<file path="config.mk">
export PLATFORM = sky130hd
export DESIGN_NAME = pcm_top
export DESIGN_NICKNAME = d
export VERILOG_FILES = /design/src/hdl/pcm_pkg.sv /design/src/hdl/pcm_top.sv
export SDC_FILE = /design/constraint.sdc
export NUM_CORES = 1
export LEC_CHECK = 0
export ABC_AREA = 0
export BUFFER_PORTS_ARGS = -buffer_cell sky130_fd_sc_hd__clkbuf_2
export CORE_MARGIN = 4
export CORE_UTILIZATION = 45
export CTS_CLUSTER_DIAMETER = 40
export DETAILED_ROUTE_END_ITERATION = 10
export PLACE_DENSITY = 0.72
export SYNTH_ARGS = -nofsm -noshare
export SYNTH_HDL_FRONTEND = slang
export SYNTH_SLANG_ARGS = --single-unit
</file>
<file path="constraint.sdc">
create_clock -name clk_i -period 5.3 [get_ports clk_i]
set_input_delay 0.265 -clock clk_i [delete_from_list [all_inputs] [get_ports clk_i]]
set_output_delay 0.265 -clock clk_i [all_outputs]
set_load 0.02 [all_outputs]
</file>
<file path="src/hdl/pcm_pkg.sv">
package pcm_pkg;
	// Clock period of the drive clock in nanoseconds.
	localparam int CLK_PERIOD_NS = 5;
	// One quarter millisecond is the time base of the filter and settle timers.
	localparam int QTR_MS_NS = 250000;
	// Cycles per quarter millisecond, rounded down.
	localparam int QTR_MS_CYC = QTR_MS_NS / CLK_PERIOD_NS;
	// Quarter-millisecond steps in one settle-time step of 1 ms.
	localparam int QTR_PER_MS = 4;
	// Command counts as stopped after this long without an accepted pulse.
	localparam int CMD_IDLE_NS = 1000;
	// Least time, so rounded up.
	localparam int CMD_IDLE_CYC = (CMD_IDLE_NS + CLK_PERIOD_NS - 1) / CLK_PERIOD_NS;
	// Cycles after reset release at which the synchronised straps are caught.
	localparam int STRAP_WAIT = 3;
	// Number of general purpose output pins that the two flags can be routed to.
	localparam int NUM_OUT = 4;

	// Register byte addresses on the bus.
	localparam logic [7:0] ADR_DONE_WIDTH = 8'h00;
	localparam logic [7:0] ADR_SETTLE = 8'h04;
	localparam logic [7:0] ADR_NEAR_WIDTH = 8'h08;
	localparam logic [7:0] ADR_ACCEL_FILT = 8'h0c;
	localparam logic [7:0] ADR_AVG_FILT = 8'h10;
	localparam logic [7:0] ADR_DONE_ROUTE = 8'h14;
	localparam logic [7:0] ADR_NEAR_ROUTE = 8'h18;
	localparam logic [7:0] ADR_STATUS = 8'h1c;
	localparam logic [7:0] ADR_DEVIATION = 8'h20;
	localparam logic [7:0] ADR_IRQ_STS = 8'h24;
	localparam logic [7:0] ADR_IRQ_CLR = 8'h28;
	localparam logic [7:0] ADR_IRQ_EN = 8'h2c;

	// Values after reset.
	localparam logic [31:0] RST_DONE_WIDTH = 32'h0000_0007;
	localparam logic [31:0] RST_SETTLE = 32'h0000_0000;
	localparam logic [31:0] RST_NEAR_WIDTH = 32'h4000_0000;
	localparam logic [31:0] RST_FILT = 32'h0000_0000;
	localparam logic [31:0] RST_DONE_ROUTE = 32'h0000_0000;
	localparam logic [31:0] RST_NEAR_ROUTE = 32'h0000_0001;
	// Writable bits of the window widths (values up to two to the thirty-first minus one).
	localparam logic [31:0] WIDTH_MASK = 32'h7fff_ffff;

	// Control mode codes in which the pulse inhibit input is honoured.
	localparam logic [3:0] MODE_POS = 4'h1;
	localparam logic [3:0] MODE_IVEL_POS = 4'h4;
	localparam logic [3:0] MODE_POS_VEL = 4'h7;
	localparam logic [3:0] MODE_POS_TRQ = 4'h8;
	localparam logic [3:0] MODE_IPOS_POS = 4'hb;

	// Interrupt bit positions.
	localparam int IRQ_DONE_RISE = 0;
	localparam int IRQ_DONE_FALL = 1;
	localparam int IRQ_NEAR_RISE = 2;
	localparam int IRQ_NEAR_FALL = 3;

	// Qualification of the completion flag.
	typedef enum logic [1:0] {PCM_TS_DEV = 2'h0, PCM_TS_FILT = 2'h1, PCM_TS_RAW = 2'h2} pcm_tsel_t;
	// Completion state, Gray coded along out, settle, done.
	typedef enum logic [1:0] {PCM_OUT = 2'b00, PCM_SETTLE = 2'b01, PCM_DONE = 2'b11} pcm_state_t;
endpackage

</file>
<file path="src/hdl/pcm_top.sv">
`timescale 1ns/100ps
// Contract
// - Done asserts in window after settle, qualified.
// - Done stays low while deviation exceeds window.
// - Done window 0 to 2^30, reset 7, immediate. Code accepts up to 2^31-1.
// - Timing select: deviation, filtered stop, raw stop.
// - Filtered stop waits accel plus average filter time.
// - Settle time 0 to 1000 ms, reset 0. Code accepts up to 1023 ms.
// - Near asserts while deviation below near window.
// - Near drops while deviation exceeds near window.
// - Near window 1 to 2^30, reset 2^30. Code accepts up to 2^31-1.
// - Inhibit discards command pulses until released.
// - Inhibit honoured only in position modes.
// - Mode select, position modes, applied at power-on.
// - Done has default pin, routable to any.
// - Near routable to any output pin.
// - Deviation is command count minus feedback count.
module pcm_top #(
	parameter int unsigned QTR_CYC = pcm_pkg::QTR_MS_CYC
) (
	input wire logic clk_i,
	input wire logic rstn_i,
	input wire logic wb_cyc_i,
	input wire logic wb_stb_i,
	input wire logic wb_we_i,
	input wire logic [7:0] wb_adr_i,
	input wire logic [3:0] wb_sel_i,
	input wire logic [31:0] wb_dat_i,
	output logic [31:0] wb_dat_o,
	output logic wb_ack_o,
	input wire logic cmd_pulse_i,
	input wire logic cmd_dir_i,
	input wire logic fb_pulse_i,
	input wire logic fb_dir_i,
	input wire logic pulse_inhibit_i,
	input wire logic [1:0] timing_strap_i,
	input wire logic [3:0] mode_strap_i,
	output logic positioning_done_o,
	output logic near_target_o,
	output logic [pcm_pkg::NUM_OUT-1:0] out_pin_o,
	output logic irq_o
);
	// Merges write data into a register under the byte enables.
	function automatic logic [31:0] merge(input logic [31:0] old, input logic [31:0] wd,
		input logic [3:0] sel);
		logic [31:0] res;
		res = old;
		for (int b = 0; b < 4; b++)
		begin
			if (sel[b])
			begin
				res[8*b +: 8] = wd[8*b +: 8];
			end
		end
		return res;
	endfunction

	logic [10:0] sync1_reg; // First synchroniser stage, read only by the second.
	logic [10:0] sync2_reg; // Second stage, safe for logic.
	logic [1:0] pls_prev_reg; // Previous synced pulse levels for edge detection.
	logic [1:0] strap_cnt_reg; // Counts cycles after reset release.
	pcm_pkg::pcm_tsel_t tsel_reg; // Timing select caught at power-on.
	logic [3:0] mode_reg; // Control mode caught at power-on.
	logic [31:0] done_width_reg, settle_reg, near_width_reg; // Software settings.
	logic [31:0] accel_reg, avg_reg, done_route_reg, near_route_reg;
	logic [3:0] irq_sts_reg, irq_en_reg; // Sticky events and their enables.
	logic signed [31:0] dev_reg; // Position deviation counter.
	logic [7:0] idle_reg; // Cycles since the last accepted command pulse.
	logic [15:0] filt_pre_reg, set_pre_reg; // Quarter-millisecond prescalers.
	logic [15:0] filt_qtr_reg; // Quarter milliseconds since the raw command stopped.
	logic [11:0] set_qtr_reg; // Quarter milliseconds spent settling.
	pcm_pkg::pcm_state_t state_reg, state_next; // Completion state.
	logic [31:0] rd_data; // Combinational read data.
	logic [3:0] irq_sts_next, irq_ev;
	logic acc, wr, cmd_take, fb_edge, pos_mode, inhibit_on, raw_stop, filt_stop;
	logic in_done, in_near, qual, settle_over, filt_tick, set_tick;
	logic [31:0] mag;
	logic [15:0] filt_total;

	// Pins come from outside the clock domain: two flops before any logic.
	always_ff @(posedge clk_i)
	begin
		if (!rstn_i)
		begin
			sync1_reg <= '0;
			sync2_reg <= '0;
			pls_prev_reg <= '0;
		end
		else
		begin
			sync1_reg <= {mode_strap_i, timing_strap_i, pulse_inhibit_i, fb_dir_i, fb_pulse_i,
				cmd_dir_i, cmd_pulse_i};
			sync2_reg <= sync1_reg;
			pls_prev_reg <= {sync2_reg[2], sync2_reg[0]};
		end
	end

	// The straps are setup values: caught once after release, then frozen until the next reset.
	always_ff @(posedge clk_i)
	begin
		if (!rstn_i)
		begin
			strap_cnt_reg <= '0;
			tsel_reg <= pcm_pkg::PCM_TS_DEV;
			mode_reg <= pcm_pkg::MODE_POS;
		end
		else if (strap_cnt_reg != 2'(pcm_pkg::STRAP_WAIT))
		begin
			strap_cnt_reg <= strap_cnt_reg + 2'd1;
			if (strap_cnt_reg == 2'(pcm_pkg::STRAP_WAIT - 1))
			begin
				tsel_reg <= pcm_pkg::pcm_tsel_t'(sync2_reg[6:5]);
				mode_reg <= sync2_reg[10:7];
			end
		end
	end

	// Inhibit applies only in the modes that include position control.
	always_comb
	begin
		pos_mode = (mode_reg == pcm_pkg::MODE_POS) || (mode_reg == pcm_pkg::MODE_IVEL_POS)
			|| (mode_reg == pcm_pkg::MODE_POS_VEL) || (mode_reg == pcm_pkg::MODE_POS_TRQ)
			|| (mode_reg == pcm_pkg::MODE_IPOS_POS);
		inhibit_on = sync2_reg[4] && pos_mode;
		cmd_take = sync2_reg[0] && !pls_prev_reg[0] && !inhibit_on;
		fb_edge = sync2_reg[2] && !pls_prev_reg[1];
	end

	// Command pulses add one to the deviation and feedback pulses subtract one, each negated when its direction pin is high.
	always_ff @(posedge clk_i)
	begin
		if (!rstn_i)
		begin
			dev_reg <= '0;
		end
		else
		begin
			dev_reg <= dev_reg + (cmd_take ? {{31{sync2_reg[1]}}, 1'b1} : 32'sh0000_0000)
				- (fb_edge ? {{31{sync2_reg[3]}}, 1'b1} : 32'sh0000_0000);
		end
	end

	// Window tests on the deviation magnitude; equal to the width counts as outside.
	always_comb
	begin
		mag = dev_reg[31] ? 32'(-dev_reg) : 32'(dev_reg);
		in_done = mag < done_width_reg;
		in_near = mag < near_width_reg;
		filt_total = accel_reg[15:0] + avg_reg[15:0];
		raw_stop = idle_reg == 8'(pcm_pkg::CMD_IDLE_CYC);
		filt_stop = raw_stop && (filt_qtr_reg >= filt_total);
		filt_tick = filt_pre_reg == 16'(QTR_CYC - 1);
		set_tick = set_pre_reg == 16'(QTR_CYC - 1);
	end

	// Idle timer; it starts saturated so that a fresh drive reads as stopped.
	always_ff @(posedge clk_i)
	begin
		if (!rstn_i)
		begin
			idle_reg <= 8'(pcm_pkg::CMD_IDLE_CYC);
		end
		else if (cmd_take)
		begin
			idle_reg <= '0;
		end
		else if (!raw_stop)
		begin
			idle_reg <= idle_reg + 8'd1;
		end
	end

	// Models the smoothing delay: counts filter time after the raw command stopped.
	always_ff @(posedge clk_i)
	begin
		if (!rstn_i || !raw_stop)
		begin
			filt_pre_reg <= '0;
			filt_qtr_reg <= '0;
		end
		else if (!filt_stop)
		begin
			filt_pre_reg <= filt_tick ? 16'h0000 : filt_pre_reg + 16'd1;
			if (filt_tick)
			begin
				filt_qtr_reg <= filt_qtr_reg + 16'd1;
			end
		end
	end

	// Qualified window test and the completion state machine.
	always_comb
	begin
		unique case (tsel_reg)
			pcm_pkg::PCM_TS_FILT: qual = in_done && filt_stop;
			pcm_pkg::PCM_TS_RAW: qual = in_done && raw_stop;
			pcm_pkg::PCM_TS_DEV: qual = in_done;
			default: qual = in_done; // Code 3 is illegal and falls back to the plain test.
		endcase
		settle_over = set_qtr_reg >= {settle_reg[9:0], 2'b00};
		state_next = state_reg;
		unique case (state_reg)
			pcm_pkg::PCM_OUT:
			begin
				if (qual)
				begin
					state_next = (settle_reg == 32'h0000_0000) ? pcm_pkg::PCM_DONE
						: pcm_pkg::PCM_SETTLE;
				end
			end
			pcm_pkg::PCM_SETTLE:
			begin
				if (!qual)
				begin
					state_next = pcm_pkg::PCM_OUT;
				end
				else if (settle_over)
				begin
					state_next = pcm_pkg::PCM_DONE;
				end
			end
			pcm_pkg::PCM_DONE:
			begin
				if (!qual)
				begin
					state_next = pcm_pkg::PCM_OUT;
				end
			end
		endcase
	end

	// Settle timer runs only while settling, so each leave of the window restarts it.
	always_ff @(posedge clk_i)
	begin
		if (!rstn_i || state_reg != pcm_pkg::PCM_SETTLE)
		begin
			set_pre_reg <= '0;
			set_qtr_reg <= '0;
		end
		else
		begin
			set_pre_reg <= set_tick ? 16'h0000 : set_pre_reg + 16'd1;
			if (set_tick && !settle_over)
			begin
				set_qtr_reg <= set_qtr_reg + 12'd1;
			end
		end
	end

	// State and flag outputs, all straight from flops.
	always_ff @(posedge clk_i)
	begin
		if (!rstn_i)
		begin
			state_reg <= pcm_pkg::PCM_OUT;
			positioning_done_o <= 1'b0;
			near_target_o <= 1'b0;
		end
		else
		begin
			state_reg <= state_next;
			positioning_done_o <= state_next == pcm_pkg::PCM_DONE;
			near_target_o <= in_near;
		end
	end

	// Each output pin carries whichever flag is routed to it; both may share a pin.
	genvar g;
	generate
		for (g = 0; g < pcm_pkg::NUM_OUT; g++)
		begin : g_pin
			always_ff @(posedge clk_i)
			begin
				if (!rstn_i)
				begin
					out_pin_o[g] <= 1'b0;
				end
				else
				begin
					out_pin_o[g] <= ((done_route_reg[1:0] == 2'(g)) && state_next == pcm_pkg::PCM_DONE)
						|| ((near_route_reg[1:0] == 2'(g)) && in_near);
				end
			end
		end
	endgenerate

	// A request is taken in the cycle in which strobe is high and ack is low; ack comes one cycle later.
	assign acc = wb_cyc_i && wb_stb_i && !wb_ack_o;
	assign wr = acc && wb_we_i;

	// Software settings; all take effect on the cycle after the write.
	always_ff @(posedge clk_i)
	begin
		if (!rstn_i)
		begin
			done_width_reg <= pcm_pkg::RST_DONE_WIDTH;
			settle_reg <= pcm_pkg::RST_SETTLE;
			near_width_reg <= pcm_pkg::RST_NEAR_WIDTH;
			accel_reg <= pcm_pkg::RST_FILT;
			avg_reg <= pcm_pkg::RST_FILT;
			done_route_reg <= pcm_pkg::RST_DONE_ROUTE;
			near_route_reg <= pcm_pkg::RST_NEAR_ROUTE;
			irq_en_reg <= '0;
		end
		else if (wr)
		begin
			unique case (wb_adr_i)
				pcm_pkg::ADR_DONE_WIDTH: done_width_reg <= merge(done_width_reg, wb_dat_i, wb_sel_i)
					& pcm_pkg::WIDTH_MASK;
				pcm_pkg::ADR_SETTLE: settle_reg <= merge(settle_reg, wb_dat_i, wb_sel_i)
					& 32'h0000_03ff;
				pcm_pkg::ADR_NEAR_WIDTH: near_width_reg <= merge(near_width_reg, wb_dat_i, wb_sel_i)
					& pcm_pkg::WIDTH_MASK | 32'h0000_0000;
				pcm_pkg::ADR_ACCEL_FILT: accel_reg <= merge(accel_reg, wb_dat_i, wb_sel_i) & 32'h0000_7fff;
				pcm_pkg::ADR_AVG_FILT: avg_reg <= merge(avg_reg, wb_dat_i, wb_sel_i) & 32'h0000_03ff;
				pcm_pkg::ADR_DONE_ROUTE: done_route_reg <= merge(done_route_reg, wb_dat_i, wb_sel_i)
					& 32'h0000_0003;
				pcm_pkg::ADR_NEAR_ROUTE: near_route_reg <= merge(near_route_reg, wb_dat_i, wb_sel_i)
					& 32'h0000_0003;
				pcm_pkg::ADR_IRQ_EN: irq_en_reg <= 4'(merge({28'h000_0000, irq_en_reg}, wb_dat_i,
					wb_sel_i));
				default: ; // Read-only, write-only clear and unmapped addresses store nothing here.
			endcase
		end
		else if (near_width_reg == 32'h0000_0000)
		begin
			near_width_reg <= 32'h0000_0001; // A zero write is raised to the least width.
		end
	end

	// Flag edges are the interrupt events; a set in the clear cycle wins.
	always_comb
	begin
		irq_ev = '0;
		irq_ev[pcm_pkg::IRQ_DONE_RISE] = (state_next == pcm_pkg::PCM_DONE) && !positioning_done_o;
		irq_ev[pcm_pkg::IRQ_DONE_FALL] = (state_next != pcm_pkg::PCM_DONE) && positioning_done_o;
		irq_ev[pcm_pkg::IRQ_NEAR_RISE] = in_near && !near_target_o;
		irq_ev[pcm_pkg::IRQ_NEAR_FALL] = !in_near && near_target_o;
		irq_sts_next = irq_sts_reg;
		if (wr && wb_adr_i == pcm_pkg::ADR_IRQ_CLR && wb_sel_i[0])
		begin
			irq_sts_next = irq_sts_reg & ~wb_dat_i[3:0];
		end
		irq_sts_next = irq_sts_next | irq_ev;
	end

	// Sticky status and the level interrupt.
	always_ff @(posedge clk_i)
	begin
		if (!rstn_i)
		begin
			irq_sts_reg <= '0;
			irq_o <= 1'b0;
		end
		else
		begin
			irq_sts_reg <= irq_sts_next;
			irq_o <= |(irq_sts_next & irq_en_reg);
		end
	end

	// Read multiplexer; unmapped and write-only addresses read as zero.
	always_comb
	begin
		unique case (wb_adr_i)
			pcm_pkg::ADR_DONE_WIDTH: rd_data = done_width_reg;
			pcm_pkg::ADR_SETTLE: rd_data = settle_reg;
			pcm_pkg::ADR_NEAR_WIDTH: rd_data = near_width_reg;
			pcm_pkg::ADR_ACCEL_FILT: rd_data = accel_reg;
			pcm_pkg::ADR_AVG_FILT: rd_data = avg_reg;
			pcm_pkg::ADR_DONE_ROUTE: rd_data = done_route_reg;
			pcm_pkg::ADR_NEAR_ROUTE: rd_data = near_route_reg;
			pcm_pkg::ADR_STATUS: rd_data = {19'h0_0000, mode_reg, tsel_reg, inhibit_on, raw_stop,
				filt_stop, in_near, in_done, state_reg};
			pcm_pkg::ADR_DEVIATION: rd_data = dev_reg;
			pcm_pkg::ADR_IRQ_STS: rd_data = {28'h000_0000, irq_sts_reg};
			pcm_pkg::ADR_IRQ_EN: rd_data = {28'h000_0000, irq_en_reg};
			default: rd_data = 32'h0000_0000;
		endcase
	end

	// Bus answer: one-cycle ack, dropped in the following cycle.
	always_ff @(posedge clk_i)
	begin
		if (!rstn_i)
		begin
			wb_ack_o <= 1'b0;
			wb_dat_o <= '0;
		end
		else
		begin
			wb_ack_o <= acc;
			wb_dat_o <= (acc && !wb_we_i) ? rd_data : 32'h0000_0000;
		end
	end
endmodule

</file>
# == Yosys cells after proc, flatten, opt, wreduce, memory -nomap -nowiden ==
# Index checks and enable logic that the tools add are counted.
# word_totals
output_inout_bits,40
elab_cells,202
input_bits,60
register_bits,284
# op_classes
n_addsub,10
n_bitwise,6
n_eq_ne,40
magnitude_cmp,4
n_reduce_logical,78
mux,22
# ops
op,count
one-hot mux 32 bit (11 select lines),1
2-to-1 mux 32 bit,6
logical NOT 32 bit,2
AND reduction 3 bit,17
"adder 16 x 1 -> 16 bit, second input constant",3
2-to-1 mux 8 bit,5
adder 32 bit,1
"equality test 16 bit, second input constant",2
"equality test 8 x 5 -> 1 bit, second input constant",4
"equality test 8 x 6 -> 1 bit, second input constant",4
< comparator 32 x 31 -> 1 bit,1
< comparator 32 bit,1
negator 32 bit,1
subtractor 32 bit,1
logical AND 1 bit,26
adder 15 x 10 -> 16 bit,1
"equality test 2 bit, second input constant",8
"equality test 8 x 4 -> 1 bit, second input constant",2
greater-or-equal comparator 16 bit,1
2-to-1 mux 16 bit,1
"!= test 2 bit, second input constant",7
"adder 12 x 1 -> 12 bit, second input constant",1
greater-or-equal comparator 12 bit,1
logical NOT 1 bit,11
25 further kinds,52

# == Longest topological paths before layout ==
# Gate-level depths: netlist of run 1.
# logic_depth
word_depth,12
ltp_mapped,20

# == Least setup slack after synthesis of run 1 ==
# OpenSTA, ideal clock, no wires.
# synth_timing
path_type,reg2reg
from,register mode_reg[1]
to,register dev_reg[30]
setup_slack_ns,0.545
setup_time_ns,0.072
n_path_buf,0
t_arrival_ns,4.684
path_stages_with_launch,17
synth_period_minus_slack_ns,4.755
t_required_ns,5.228
path_cell_list,dfxtp_1 xor2_1 nor2_1 o21ai_0 and3b_1 nand2_1 fa_1 inv_1 ha_1 a21o_1 a221o_1 a21oi_1 a21oi_1 a31oi_1 o211ai_1 a311oi_1 mux2i_1
# synth_between
elab_chain_cells,11
word_cells_on_any_way,15
classes_between,2 x add/sub; 5 x eq/ne; 1 x mux; 7 x reduce/logical
# synth_rtl
element,line,source
"start, declared",pcm_top.sv:63,logic [3:0] mode_reg;
"start signal, assigned",pcm_top.sv:105,mode_reg <= pcm_pkg::MODE_POS;
"start signal, assigned",pcm_top.sv:113,mode_reg <= sync2_reg[10:7];
equality test 4 x 1 -> 1 bit or equality test 4 x 3 -> 1 bit (tied branches),pcm_top.sv:121,pos_mode = (mode_reg == pcm_pkg::MODE_POS) || (mode_reg == pcm_pkg::MODE_IVEL_POS)
logical OR 1 bit,pcm_top.sv:121,
logical OR 1 bit (2 in a row),pcm_top.sv:122,|| (mode_reg == pcm_pkg::MODE_POS_VEL) || (mode_reg == pcm_pkg::MODE_POS_TRQ)
logical OR 1 bit (*),pcm_top.sv:123,|| (mode_reg == pcm_pkg::MODE_IPOS_POS);
logical AND 1 bit (*),pcm_top.sv:124,inhibit_on = sync2_reg[4] && pos_mode;
logical NOT 1 bit (*),pcm_top.sv:125,cmd_take = sync2_reg[0] && !pls_prev_reg[0] && !inhibit_on;
logical AND 1 bit (*),pcm_top.sv:125,
2-to-1 mux 32 bit (*),pcm_top.sv:138,"dev_reg <= dev_reg + (cmd_take ? {{31{sync2_reg[1]}}, 1'b1} : 32'sh0000_0000)"
adder 32 bit (*),pcm_top.sv:138,
subtractor 32 bit (*),pcm_top.sv:139,"- (fb_edge ? {{31{sync2_reg[3]}}, 1'b1} : 32'sh0000_0000);"
"end signal, assigned",pcm_top.sv:138,
"end, declared",pcm_top.sv:67,logic signed [31:0] dev_reg;
# Every way passes the cells marked *; elsewhere a longest branch is shown, timed or not.
# A chain may end at the register's enable or synchronous reset.

# == Worst setup path after layout of run 1 ==
# layout_timing
from,register accel_reg[1]
to,register irq_o
# layout_between
elab_chain_cells,12
word_cells_on_any_way,16
classes_between,1 x add/sub; 1 x order compare; 2 x eq/ne; 5 x mux; 2 x bitwise; 5 x reduce/logical
# layout_rtl
element,line,source
"start, declared",pcm_top.sv:65,"logic [31:0] accel_reg, avg_reg, done_route_reg, near_route_reg;"
"start signal, assigned",pcm_top.sv:299,accel_reg <= pcm_pkg::RST_FILT;
"start signal, assigned",pcm_top.sv:314,"pcm_pkg::ADR_ACCEL_FILT: accel_reg <= merge(accel_reg, wb_dat_i, wb_sel_i) & 32'h0000_7fff;"
adder 15 x 10 -> 16 bit (*),pcm_top.sv:149,filt_total = accel_reg[15:0] + avg_reg[15:0];
greater-or-equal comparator 16 bit (*),pcm_top.sv:151,filt_stop = raw_stop && (filt_qtr_reg >= filt_total);
logical AND 1 bit (*),pcm_top.sv:151,
logical AND 1 bit (*),pcm_top.sv:195,pcm_pkg::PCM_TS_FILT: qual = in_done && filt_stop;
one-hot mux 1 bit (2 select lines) (*),pcm_top.sv:194,unique case (tsel_reg)
"2-to-1 mux 2 bit, on equally long branches","pcm_top.sv:224, pcm_top.sv:205, pcm_top.sv:213",
one-hot mux 2 bit (3 select lines) (*),pcm_top.sv:202,unique case (state_reg)
equality test 2 bit or != test 2 bit (tied branches),"pcm_top.sv:335, pcm_top.sv:336",
"logical AND 1 bit, on equally long branches","pcm_top.sv:335, pcm_top.sv:336",
bitwise OR 4 bit (*),pcm_top.sv:344,irq_sts_next = irq_sts_next | irq_ev;
AND 4 bit (*),pcm_top.sv:358,irq_o <= |(irq_sts_next & irq_en_reg);
OR reduction 4 bit (*),pcm_top.sv:358,
"end signal, assigned",pcm_top.sv:358,
"end, declared",pcm_top.sv:41,output logic irq_o
# Marked as above.

==> results of run 1 <==
cells in the mapped netlist, types with 29 or more instances:
library cell / instances / area share, %
fa_1: 32 / 3.9
nand4_1: 29 / 1.1
xnor2_1: 76 / 4.0
inv_1: 200 / 4.5
a22oi_1: 74 / 3.4
xor2_1: 48 / 2.5
and2_1: 42 / 1.6
clkbuf_1: 65 / 1.5
ha_1: 139 / 10
nor2_1: 185 / 4.2
dfxtp_1: 283 / 34
a21oi_1: 147 / 4.4
nand3_1: 91 / 2.7
nand2_1: 186 / 4.2
o21ai_0: 60 / 1.8
layer usage:
layer	wire length (um)	GRT usage, %	share of wire (%)
met5	0	0	0
met1	18700	27.6	41
met4	1510	8.05	3.3
met2	22200	39.4	49
met3	2970	4.70	6.6
worst max path at each step:
stage | endpoint | depth (start not counted) | slack [ns] | start
4_1_cts | irq_o | 18 | 0.59 | accel_reg[1]
5_1_grt | irq_o | 18 | 0.14 | accel_reg[1]
3_5_place_dp | irq_o | 18 | 0.59 | accel_reg[1]
6_report | irq_o | 18 | 0.51 | accel_reg[1]
3_3_place_gp | dev_reg[31] | 17 | 0.71 | mode_reg[0]
2_1_floorplan | dev_reg[30] | 16 | 0.54 | mode_reg[1]
logic make-up (layout without fill, tap and decap cells):
family,after synthesis,after routing
DFF,283,283
muxes,27,27
AOI/OAI and AO/OA,433,433
xor gates and xnor gates,124,124
buffers and inverters,270,443
and+or+nand+nor,680,680
adders and majority gates,171,171
final cells by class:
class                           instances  area [sq um]
Clock buffer                           54          1260
Clock inverter                         34           338
Fill cell                            3299         16900
Inverter                              200           753
Multi-Input combinational cell       1435          9900
Sequential cell                       283          5670
Tap cell                              468           586
Timing Repair Buffer                  155          1020
power by group:
part / leakage, nW / switching [mW] / total [mW] / internal (mW)
clock network: 0.785 / 1.16 / 3.06 / 1.90
logic: 4.76 / 2.11 / 3.70 / 1.59
registers: 2.30 / 0.236 / 2.54 / 2.30
total: 7.84 / 3.50 / 9.30 / 5.80
worst max-delay path, cell delays in order (launching register included):
cell and delay (ns):
dfxtp_1 0.41, ha_1 0.26, a21o_1 0.15, a21oi_1 0.21, nor2b_1 0.07, o21a_1 0.21, o311a_1 0.33, o31ai_1 0.44
a21boi_0 0.21, xnor2_1 0.16, ha_1 0.30, nand4_1 0.13, nor3_1 0.20, o21ai_0 0.10, o211ai_1 0.22, o21ai_0 0.26
a211oi_2 0.69, nand3b_1 0.20, a41oi_2 0.09
through the flow:
| step | setup slack [ns] | utilization (%) |
|---|---|---|
| 6_report | 0.506 | 53.6 |
| 5_1_grt | 0.138 | 53.6 |
| 3_3_place_gp | 0.711 | 48.1 |
| 2_1_floorplan | 0.545 | - |
| 4_1_cts | 0.587 | 53.6 |
| 3_5_place_dp | 0.592 | 48.1 |
what timing repair did:
action / 4_1_cts / 5_1_grt
hold buffers: 39 / 0
endpoints found under the hold margin: 58 / 0
gates resized for setup: 0 / 0
==> flow_summary.json, run 1 <==
{
  "outcome": "completed",
  "r2r-end": "irq_o",
  "synthXorXnorAreaFrac_pct": 6.56,
  "synth_fa_ha_area_share_pct": 14.4,
  "place_area_sq_mm": 0.0175,
  "ys.flop_type": "dfxtp_1",
  "cts_max_path_buffers": 3,
  "cts-root-buf": "clkbuf_16",
  "final_common_cell": "dfxtp_1",
  "die_x_um": 200,
  "die_y_um": 200,
  "grt.overflow.total": 0,
  "clk_latency_ns": 0.57,
  "grt_max_degree": 63,
  "num_rows": 70,
  "drv_cap": 0,
  "fin_cells": 2629,
  "slew_violations": 0,
  "p_per_area_mw_per_mm2": 476,
  "slew_headroom_pct": 13.4,
  "synthesis.nets": 2219,
  "path_clk_slew_ns": 0.06,
  "grt_pass1_vias": 14804,
  "whs_endpoint": "accel_reg[0]",
  "area_delta_synth_final_pct": 17.9,
  "finalCritPeriodShare_pct": 90.4,
  "antenna_found_initial": 0,
  "rr_startpoint": "accel_reg[1]",
  "gp_congestion": 0.941,
  "r2r.worst_path.cells": 18,
  "period_needed_ns": 4.79,
  "nets": 2354,
  "postSynthAreaPerCell_sq_um": 8.33,
  "detail_route.iter0.violations": 933,
  "tns_ns": 0,
  "wl_per_cell_um": 17.3,
  "synth_compound_area_share_pct": 17.0,
  "via_per_inst": 5.67,
  "ioPinCount": 100,
  "antennaDiodeCount": 0,
  "numCtsBuffers": 48,
  "fmax_mhz": 209,
  "synthArstFlopShare_pct": 0,
  "ir_drop_uv": 287,
  "hold_depth": 3,
  "routed_wl_mm": 45.4,
  "ff2ff_setup_slack_ns": 0.51,
  "p_leak_nw": 7.84,
  "synthMuxAreaShare_pct": 1.63,
  "dieArea_sq_mm": 0.0399,
  "ys_ff_latch": 283,
  "worstHoldStart": "wb_dat_i[0]",
  "hp-class": "primary input to flip-flop",
  "synth_simple_gate_area_share_pct": 20.1,
  "tightest_slew_ns": 1.29,
  "finalHoldViolations": 0,
  "dp_hpwl_mm": 33.1,
  "syn_area_sq_mm": 0.0166,
  "netlist_instances": 1988,
  "postCtsSetupRepairBufs": 0,
  "ys_seq_area_share_pct": 34.2,
  "critPathLaunchType": "flip-flop",
  "path_max_fanout": 10,
  "power_mw": 9.30,
  "io_buffers": 98,
  "drc_errors": 0,
  "end_kind": "flip-flop",
  "synth_cell_types": 74,
  "setup_viol": 0,
  "cts_sinks": 283,
  "criticalPathCategory": "flip-flop to flip-flop",
  "vias": 14902,
  "synth_top_family_by_area": "simple AND/OR/NAND/NOR gates",
  "cp_data_required_time_ns": 5.72,
  "final_cell_area_sq_mm": 0.0195,
  "fin_skew_ns": 0.0258,
  "layout-drive-gt1-share_pct": 10.4,
  "core_sq_mm": 0.0364,
  "htreeDepth": 2,
  "yosys_warnings": 0,
  "start_util_pct": 45.5,
  "final_cell_mix": "dfxtp_1, inv_1, nand2_1",
  "drtAntennaViolNets": 0,
  "first_pass_iters": 6,
  "synth_edf_count": 0,
  "grt_pass1_wl_mm": 74.0,
  "grtUsageTotal_pct": 22.5,
  "placedCellCount": 2502,
  "holdWs_ns": 0.0538,
  "rsz0062_at_grt": "no",
  "cts_tree": "done",
  "crit_arrival_ns": 5.22
}
No activity file was read; power rests on OpenSTA's default activity.
==> run 2, diff against run 1 <==
--- a/config.mk
+++ b/config.mk
@@ -5,7 +5,7 @@
 export SDC_FILE = /design/constraint.sdc
 export NUM_CORES = 1
 export LEC_CHECK = 0
-export ABC_AREA = 0
+export ABC_AREA = 1
 export BUFFER_PORTS_ARGS = -buffer_cell sky130_fd_sc_hd__clkbuf_2
 export CORE_MARGIN = 4
 export CORE_UTILIZATION = 45
==> run 2 against run 1 <==
  * Core utilization shrank 0.40 points
  * Sequential cell count is the same
  * Worst setup slack gained 0.53 ns
  * Total power grew 3.6%
  * Clock power shrank 4%
  * Highest routed layer unchanged
  * Die area grew 3.9%
  * Sequential power shrank 2%
  * Clock skew shrank 0.011 ns
  * Via count grew 10%
  * Critical path type unchanged
  * Area after synthesis grew 4.1%
  * Clock-buffer cell count shrank 5
==> flow_summary.json, run 2 <==
{
  "slew_violations": 0,
  "ff2ff_setup_slack_ns": 1.04,
  "r2r-end": "dev_reg[29]",
  "nFillCells": 3486,
  "die_y_um": 204,
  "cp_cell_sequence": "inv_1, nand2_1, a21oi_1, nand3b_1, nand3_1, inv_1, nand2_1, buf_4, fa_1, inv_1, ha_1, a21oi_1, o21ai_0, a21oi_1, o211ai_1, a21oi_1, o21ai_0, o21ai_0, a21oi_1",
  "crit_path_end": "dev_reg[29]",
  "io_buffers": 98,
  "rsz0062_at_grt": "no",
  "fmax_mhz": 235,
  "yosysMostFrequentCell": "inv_1",
  "netlist_instances": 2352,
  "antenna_found_initial": 0,
  "numCtsBuffers": 44,
  "start_util_pct": 45.7,
  "grt_max_degree": 76,
  "ys_seq_area_share_pct": 32.9,
  "syn_area_sq_mm": 0.0172,
  "drtAntennaViolNets": 0,
  "yosys_warnings": 0,
  "cpPeakStageDelay_ns": 0.52,
  "via_per_inst": 5.43,
  "startpoint": "mode_reg[3]",
  "cts_tree": "done",
  "synth_edf_count": 0,
  "p_per_area_mw_per_mm2": 480,
  "p_comb_share_pct": 43.6,
  "final_core_util_pct": 53.2,
  "slew_headroom_pct": 37.7,
  "r2r.worst_path.cells": 19,
  "crit_top_cell": "a21oi_1",
  "cts_max_path_buffers": 3,
  "layout-drive-gt1-share_pct": 11.3,
  "synthTopCellsByCount": "inv_1, nand2_1, dfxtp_1, a21oi_1, nor2_1",
  "fin_skew_ns": 0.0143,
  "first_pass_iters": 7,
  "grt_use_met1_pct": 30.4,
  "multi_input_area_sq_mm": 0.00982,
  "final_cell_mix": "inv_1, nand2_1, dfxtp_1",
  "core_sq_mm": 0.0378,
  "tns_ns": 0,
  "clk_latency_ns": 0.56,
  "grt.overflow.total": 0,
  "postSynthAreaPerCell_sq_um": 7.33,
  "postCtsSetupRepairBufs": 0,
  "final_cell_area_sq_mm": 0.0201,
  "top_usage_layer": "met2",
  "place_area_sq_mm": 0.0182,
  "p_int_mw": 5.56,
  "criticalPathCategory": "flip-flop to flip-flop",
  "rr_startpoint": "mode_reg[3]",
  "finalCritPeriodShare_pct": 80.4,
  "finalHoldViolations": 0,
  "crit_family": "compound AO/OA/AOI/OAI gates",
  "grt_pass1_wl_mm": 78.5,
  "gp_congestion": 0.945,
  "slowest_stage": "fa_1",
  "setup_viol": 0,
  "grt_pass1_vias": 15677,
  "wl_per_cell_um": 16.0,
  "ys_ff_latch": 283,
  "power_frac_seq_pct": 26.0,
  "path_depth": 19,
  "tightest_slew_ns": 0.932,
  "cp_data_required_time_ns": 5.74,
  "switchingPower_mw": 4.07,
  "synth_cell_types": 64,
  "drv_cap": 0,
  "outcome": "completed",
  "routed_wl_mm": 48.7,
  "path_max_fanout": 24,
  "antennaDiodeCount": 0,
  "die_x_um": 204,
  "ir_drop_uv": 312,
  "dieArea_sq_mm": 0.0415,
  "synth_area_leaders": "dfxtp_1, ha_1, inv_1, a21oi_1, nand2_1",
  "clockPowerShare_pct": 30.4,
  "nets": 2719,
  "end_kind": "flip-flop",
  "ioPinCount": 100,
  "grtUsageMet2_pct": 37.3,
  "crit_buf_inv": 4,
  "detail_route.iter0.violations": 1523,
  "drc_errors": 0,
  "yosysTopAreaCell": "dfxtp_1",
  "yosys.area.top_type_share_pct": 32.9,
  "use_met3_pct": 3.63,
  "grtUsageTotal_pct": 23.0,
  "path_clk_slew_ns": 0.06,
  "p_leak_nw": 8.55,
  "cts_resized": 0,
  "cts_sinks": 283,
  "final_common_cell": "inv_1",
  "num_rows": 71,
  "synthesis.nets": 2583,
  "synthArstFlopShare_pct": 0,
  "area_delta_synth_final_pct": 16.5,
  "cts-root-buf": "clkbuf_16",
  "vias": 16461,
  "ys.flop_type": "dfxtp_1",
  "dp_hpwl_mm": 37.1,
  "p_sw_share_pct": 42.2,
  "htreeDepth": 2,
  "period_needed_ns": 4.26,
  "seq_area_sq_mm": 0.00567,
  "critPathLaunchType": "flip-flop",
  "crit_arrival_ns": 4.70,
  "hp-class": "primary input to flip-flop"
}
run 2: changes by cell type after synthesis, moves of 32 or more:
cell and delta:
xnor2_1 -71, nand3_1 -36, and2_1 -41, a21oi_1 +122, o21ai_0 +99, inv_1 +187
a22oi_1 -68, clkbuf_1 -32, nand2_1 +168
run 2: kinds of logic after synthesis:
| logic type | after synthesis | synth area share [%] |
|---|---|---|
| simple gates | 803 | 21.9 |
| flops | 283 | 32.9 |
| compound gates | 575 | 18.4 |
| fa+ha+maj | 171 | 13.8 |
| buf+inv | 466 | 10.3 |
| xor+xnor | 54 | 2.74 |
run 2: metal layers:
| layer | vias up | share of wire (%) |
|---|---|---|
| li1 | 8084 | - |
| met1 | 7603 | 43 |
| met2 | 634 | 45 |
| met3 | 140 | 7.4 |
| met4 | 0 | 4.3 |
| met5 | - | 0 |
run 2: worst min-delay path by stage:
| stage | depth (start not counted) | start | slack (ns) | endpoint |
|---|---|---|---|---|
| after global placement | 2 | sync1_reg[7] | 0.40 | sync2_reg[7] |
| after floorplan | 2 | cmd_pulse_i | 0.36 | sync1_reg[0] |
| final | 3 | wb_dat_i[11] | 0.03 | near_width_reg[11] |
| after global routing | 3 | wb_dat_i[11] | 0.01 | near_width_reg[11] |
| after CTS | 3 | wb_dat_i[11] | 0.001 | near_width_reg[11] |
| after detailed placement | 2 | sync1_reg[7] | 0.40 | sync2_reg[7] |
run 2: what timing repair did:
action                                 4_1_cts  5_1_grt
hold buffers                                34        0
setup endpoints to repair                    0        0
endpoints found under the hold margin       44        0
run 2: worst register-to-register path: cells and delay by family, from the launching register on:
| family | cells | cell delay [ns] |
|---|---|---|
| AOI/OAI and AO/OA | 9 | 1.57 |
| adders and majority gates | 2 | 0.88 |
| buffers and inverters | 4 | 0.70 |
| DFF | 1 | 0.31 |
| and+or+nand+nor | 4 | 0.70 |
run 2: per-stage QoR:
| step | power, mW | setup WS (ns) | instances | hold slack, ns |
|---|---|---|---|---|
| after global placement | 6.48 | 1.24 | 2919 | 0.404 |
| after CTS | 9.62 | 1.07 | 3033 | 0.00146 |
| final | 9.63 | 1.04 | 3033 | 0.0340 |
| after detailed placement | 6.63 | 1.11 | 2919 | 0.402 |
| after floorplan | 5.59 | 1.25 | 2352 | 0.363 |
| after global routing | 10.4 | 0.668 | 3033 | 0.0133 |
run 2: layout make-up:
type | count | area share, %
multi-input cells | 1603 | 48.9
flip-flops and latches | 283 | 28.2
inverters | 419 | 7.84
clock buffers | 49 | 5.83
repair buffers | 137 | 4.34
well taps | 511 | 3.18
clock inverters | 31 | 1.71
run 2: power groups by stage:
stage          registers, mW  clock network (mW)  logic, mW
6_report                2.50                2.93       4.20
5_1_grt                 2.52                3.07       4.80
4_1_cts                 2.50                2.97       4.15
3_5_place_dp            2.55                   0       4.08
3_3_place_gp            2.54                   0       3.94
2_1_floorplan           2.48                   0       3.11
==> run 3, diff against run 2 <==
==> constraint.sdc (replaced) <==
create_clock -name clk_i -period 4.1 [get_ports clk_i]
set_input_delay 0.205 -clock clk_i [delete_from_list [all_inputs] [get_ports clk_i]]
set_output_delay 0.205 -clock clk_i [all_outputs]
set_load 0.02 [all_outputs]
==> run 3 against run 2 <==
  * Cell area up 2.5%
  * Clock skew is 0.0052 ns higher
  * Non-clock buffer count grew 31
  * Fmax grew 5.0%
  * Worst hold slack gained 0.00057 ns
  * Die area unchanged
  * Critical path type unchanged
  * Critical endpoint is now irq_o
  * Largest cell class unchanged
  * Highest routed layer is now met5
==> flow_summary.json, run 3 (synthesis gave the netlist of run 2 again) <==
{
  "outcome": "completed",
  "layout-drive-gt1-share_pct": 13.3,
  "clk_latency_ns": 0.55,
  "slew_headroom_pct": 35.8,
  "vias": 16664,
  "num_rows": 71,
  "via_per_inst": 5.43,
  "core_sq_mm": 0.0378,
  "path_max_fanout": 4,
  "setup_viol": 0,
  "wl_per_cell_um": 16.4,
  "die_y_um": 204,
  "final_cell_mix": "inv_1, nand2_1, dfxtp_1",
  "cts-root-buf": "clkbuf_16",
  "detail_route.iter0.violations": 1349,
  "grt_max_degree": 80,
  "power_mw": 12.7,
  "start_util_pct": 45.7,
  "drc_errors": 0,
  "fin_ws_ns": 0.0438,
  "dieArea_sq_mm": 0.0415,
  "cpPeakStageDelay_ns": 0.36,
  "end_kind": "flip-flop",
  "fin_skew_ns": 0.0195,
  "numCtsBuffers": 44,
  "cts_tree": "done",
  "slowest_stage": "dfxtp_4",
  "p_per_area_mw_per_mm2": 619,
  "grtUsageTotal_pct": 23.3,
  "nets": 2750,
  "cts_sinks": 283,
  "slew_violations": 0,
  "crit_top_cell": "nand2_1",
  "dp_hpwl_mm": 37.6,
  "area_delta_synth_final_pct": 19.3,
  "tns_ns": 0,
  "critPathLaunchType": "flip-flop",
  "rsz0062_at_grt": "yes",
  "r2r.worst_path.cells": 27,
  "rr_startpoint": "dev_reg[0]",
  "htreeDepth": 2,
  "drv_cap": 0,
  "die_x_um": 204,
  "place_area_sq_mm": 0.0183,
  "ioPinCount": 100,
  "nFillCells": 3493,
  "finalHoldViolations": 0,
  "ir_drop_uv": 337,
  "grt_pass1_vias": 15766,
  "tightest_slew_ns": 0.954,
  "period_needed_ns": 4.06,
  "cts_max_path_buffers": 3,
  "hold_depth": 3,
  "p_leak_nw": 8.77,
  "finalCritPeriodShare_pct": 98.9,
  "grt.overflow.total": 0,
  "crit_arrival_ns": 4.48,
  "crit_family": "simple AND/OR/NAND/NOR gates",
  "fmax_mhz": 247,
  "hp-class": "primary input to flip-flop",
  "first_pass_iters": 5,
  "routed_wl_mm": 50.2,
  "cp_data_required_time_ns": 4.52,
  "crit_buf_inv": 4,
  "io_buffers": 98,
  "whs_endpoint": "near_width_reg[6]",
  "worstHoldStart": "wb_dat_i[6]",
  "pre_cts_slack_ns": 0.0516,
  "ff2ff_setup_slack_ns": 0.04,
  "final_common_cell": "inv_1",
  "drtAntennaViolNets": 0,
  "final_cell_area_sq_mm": 0.0206,
  "antenna_found_initial": 2,
  "r2r-end": "irq_o",
  "gp_congestion": 0.956,
  "criticalPathCategory": "flip-flop to flip-flop",
  "path_clk_slew_ns": 0.06,
  "grt_pass1_wl_mm": 79.5
}
-- run 3: area by class of cell --
type | instances | area, sq um | share of cell area [%]
sequential | 283 | 5680 | 27.6
timing repair buffer | 168 | 1150 | 5.57
clock buffer | 52 | 1190 | 5.79
antenna | 1 | 2.50 | 0.0122
inverter | 419 | 1580 | 7.69
multi-input combinational | 1603 | 10000 | 48.6
clock inverter | 30 | 325 | 1.58
tap | 511 | 639 | 3.11
-- run 3: repair_timing --
item	CTS	global route
hold endpoints to repair	58	0
hold buffers	41	0
buffers inserted	0	18
setup endpoints to repair	0	42
gates resized for setup	0	54
-- run 3: how the worst max path moves through the flow --
| stage | from | to | slack, ns | cells past startpoint |
|---|---|---|---|---|
| after floorplan | mode_reg[0] | dev_reg[26] | 0.05 | 21 |
| after global placement | avg_reg[0] | irq_o | 0.19 | 26 |
| after detailed placement | dev_reg[1] | irq_o | 0.05 | 27 |
| after CTS | dev_reg[1] | irq_o | 0.03 | 27 |
| after global routing | dev_reg[0] | irq_o | -0.14 | 27 |
| final | dev_reg[0] | irq_o | 0.04 | 27 |
-- run 3: per-stage QoR --
step	utilization, %	hold slack (ns)	instances
2_1_floorplan	-	0.303	2352
3_3_place_gp	48.5	0.391	2925
3_5_place_dp	48.5	0.394	2925
4_1_cts	53.6	0.00606	3048
5_1_grt	54.5	0.0404	3067
6_report	54.5	0.0345	3067
-- run 3: metal layers --
layer  global-route usage, %  wire (um)
met5                       0         11
met4                    8.79       1870
met3                    4.01       3920
met2                    38.4      23000
met1                    30.6      21300
-- run 3: report_power, final --
part           leakage [nW]  internal [mW]  switching [mW]
clock network         0.741           2.33            1.49
registers              2.30           2.99           0.245
logic                  5.72           2.09            3.61
total                  8.77           7.40            5.34
-- run 3: worst min-delay path: stages --
cell and delay, ns:
clkbuf_2 0.16, nand2_1 0.10, a21oi_1 0.06
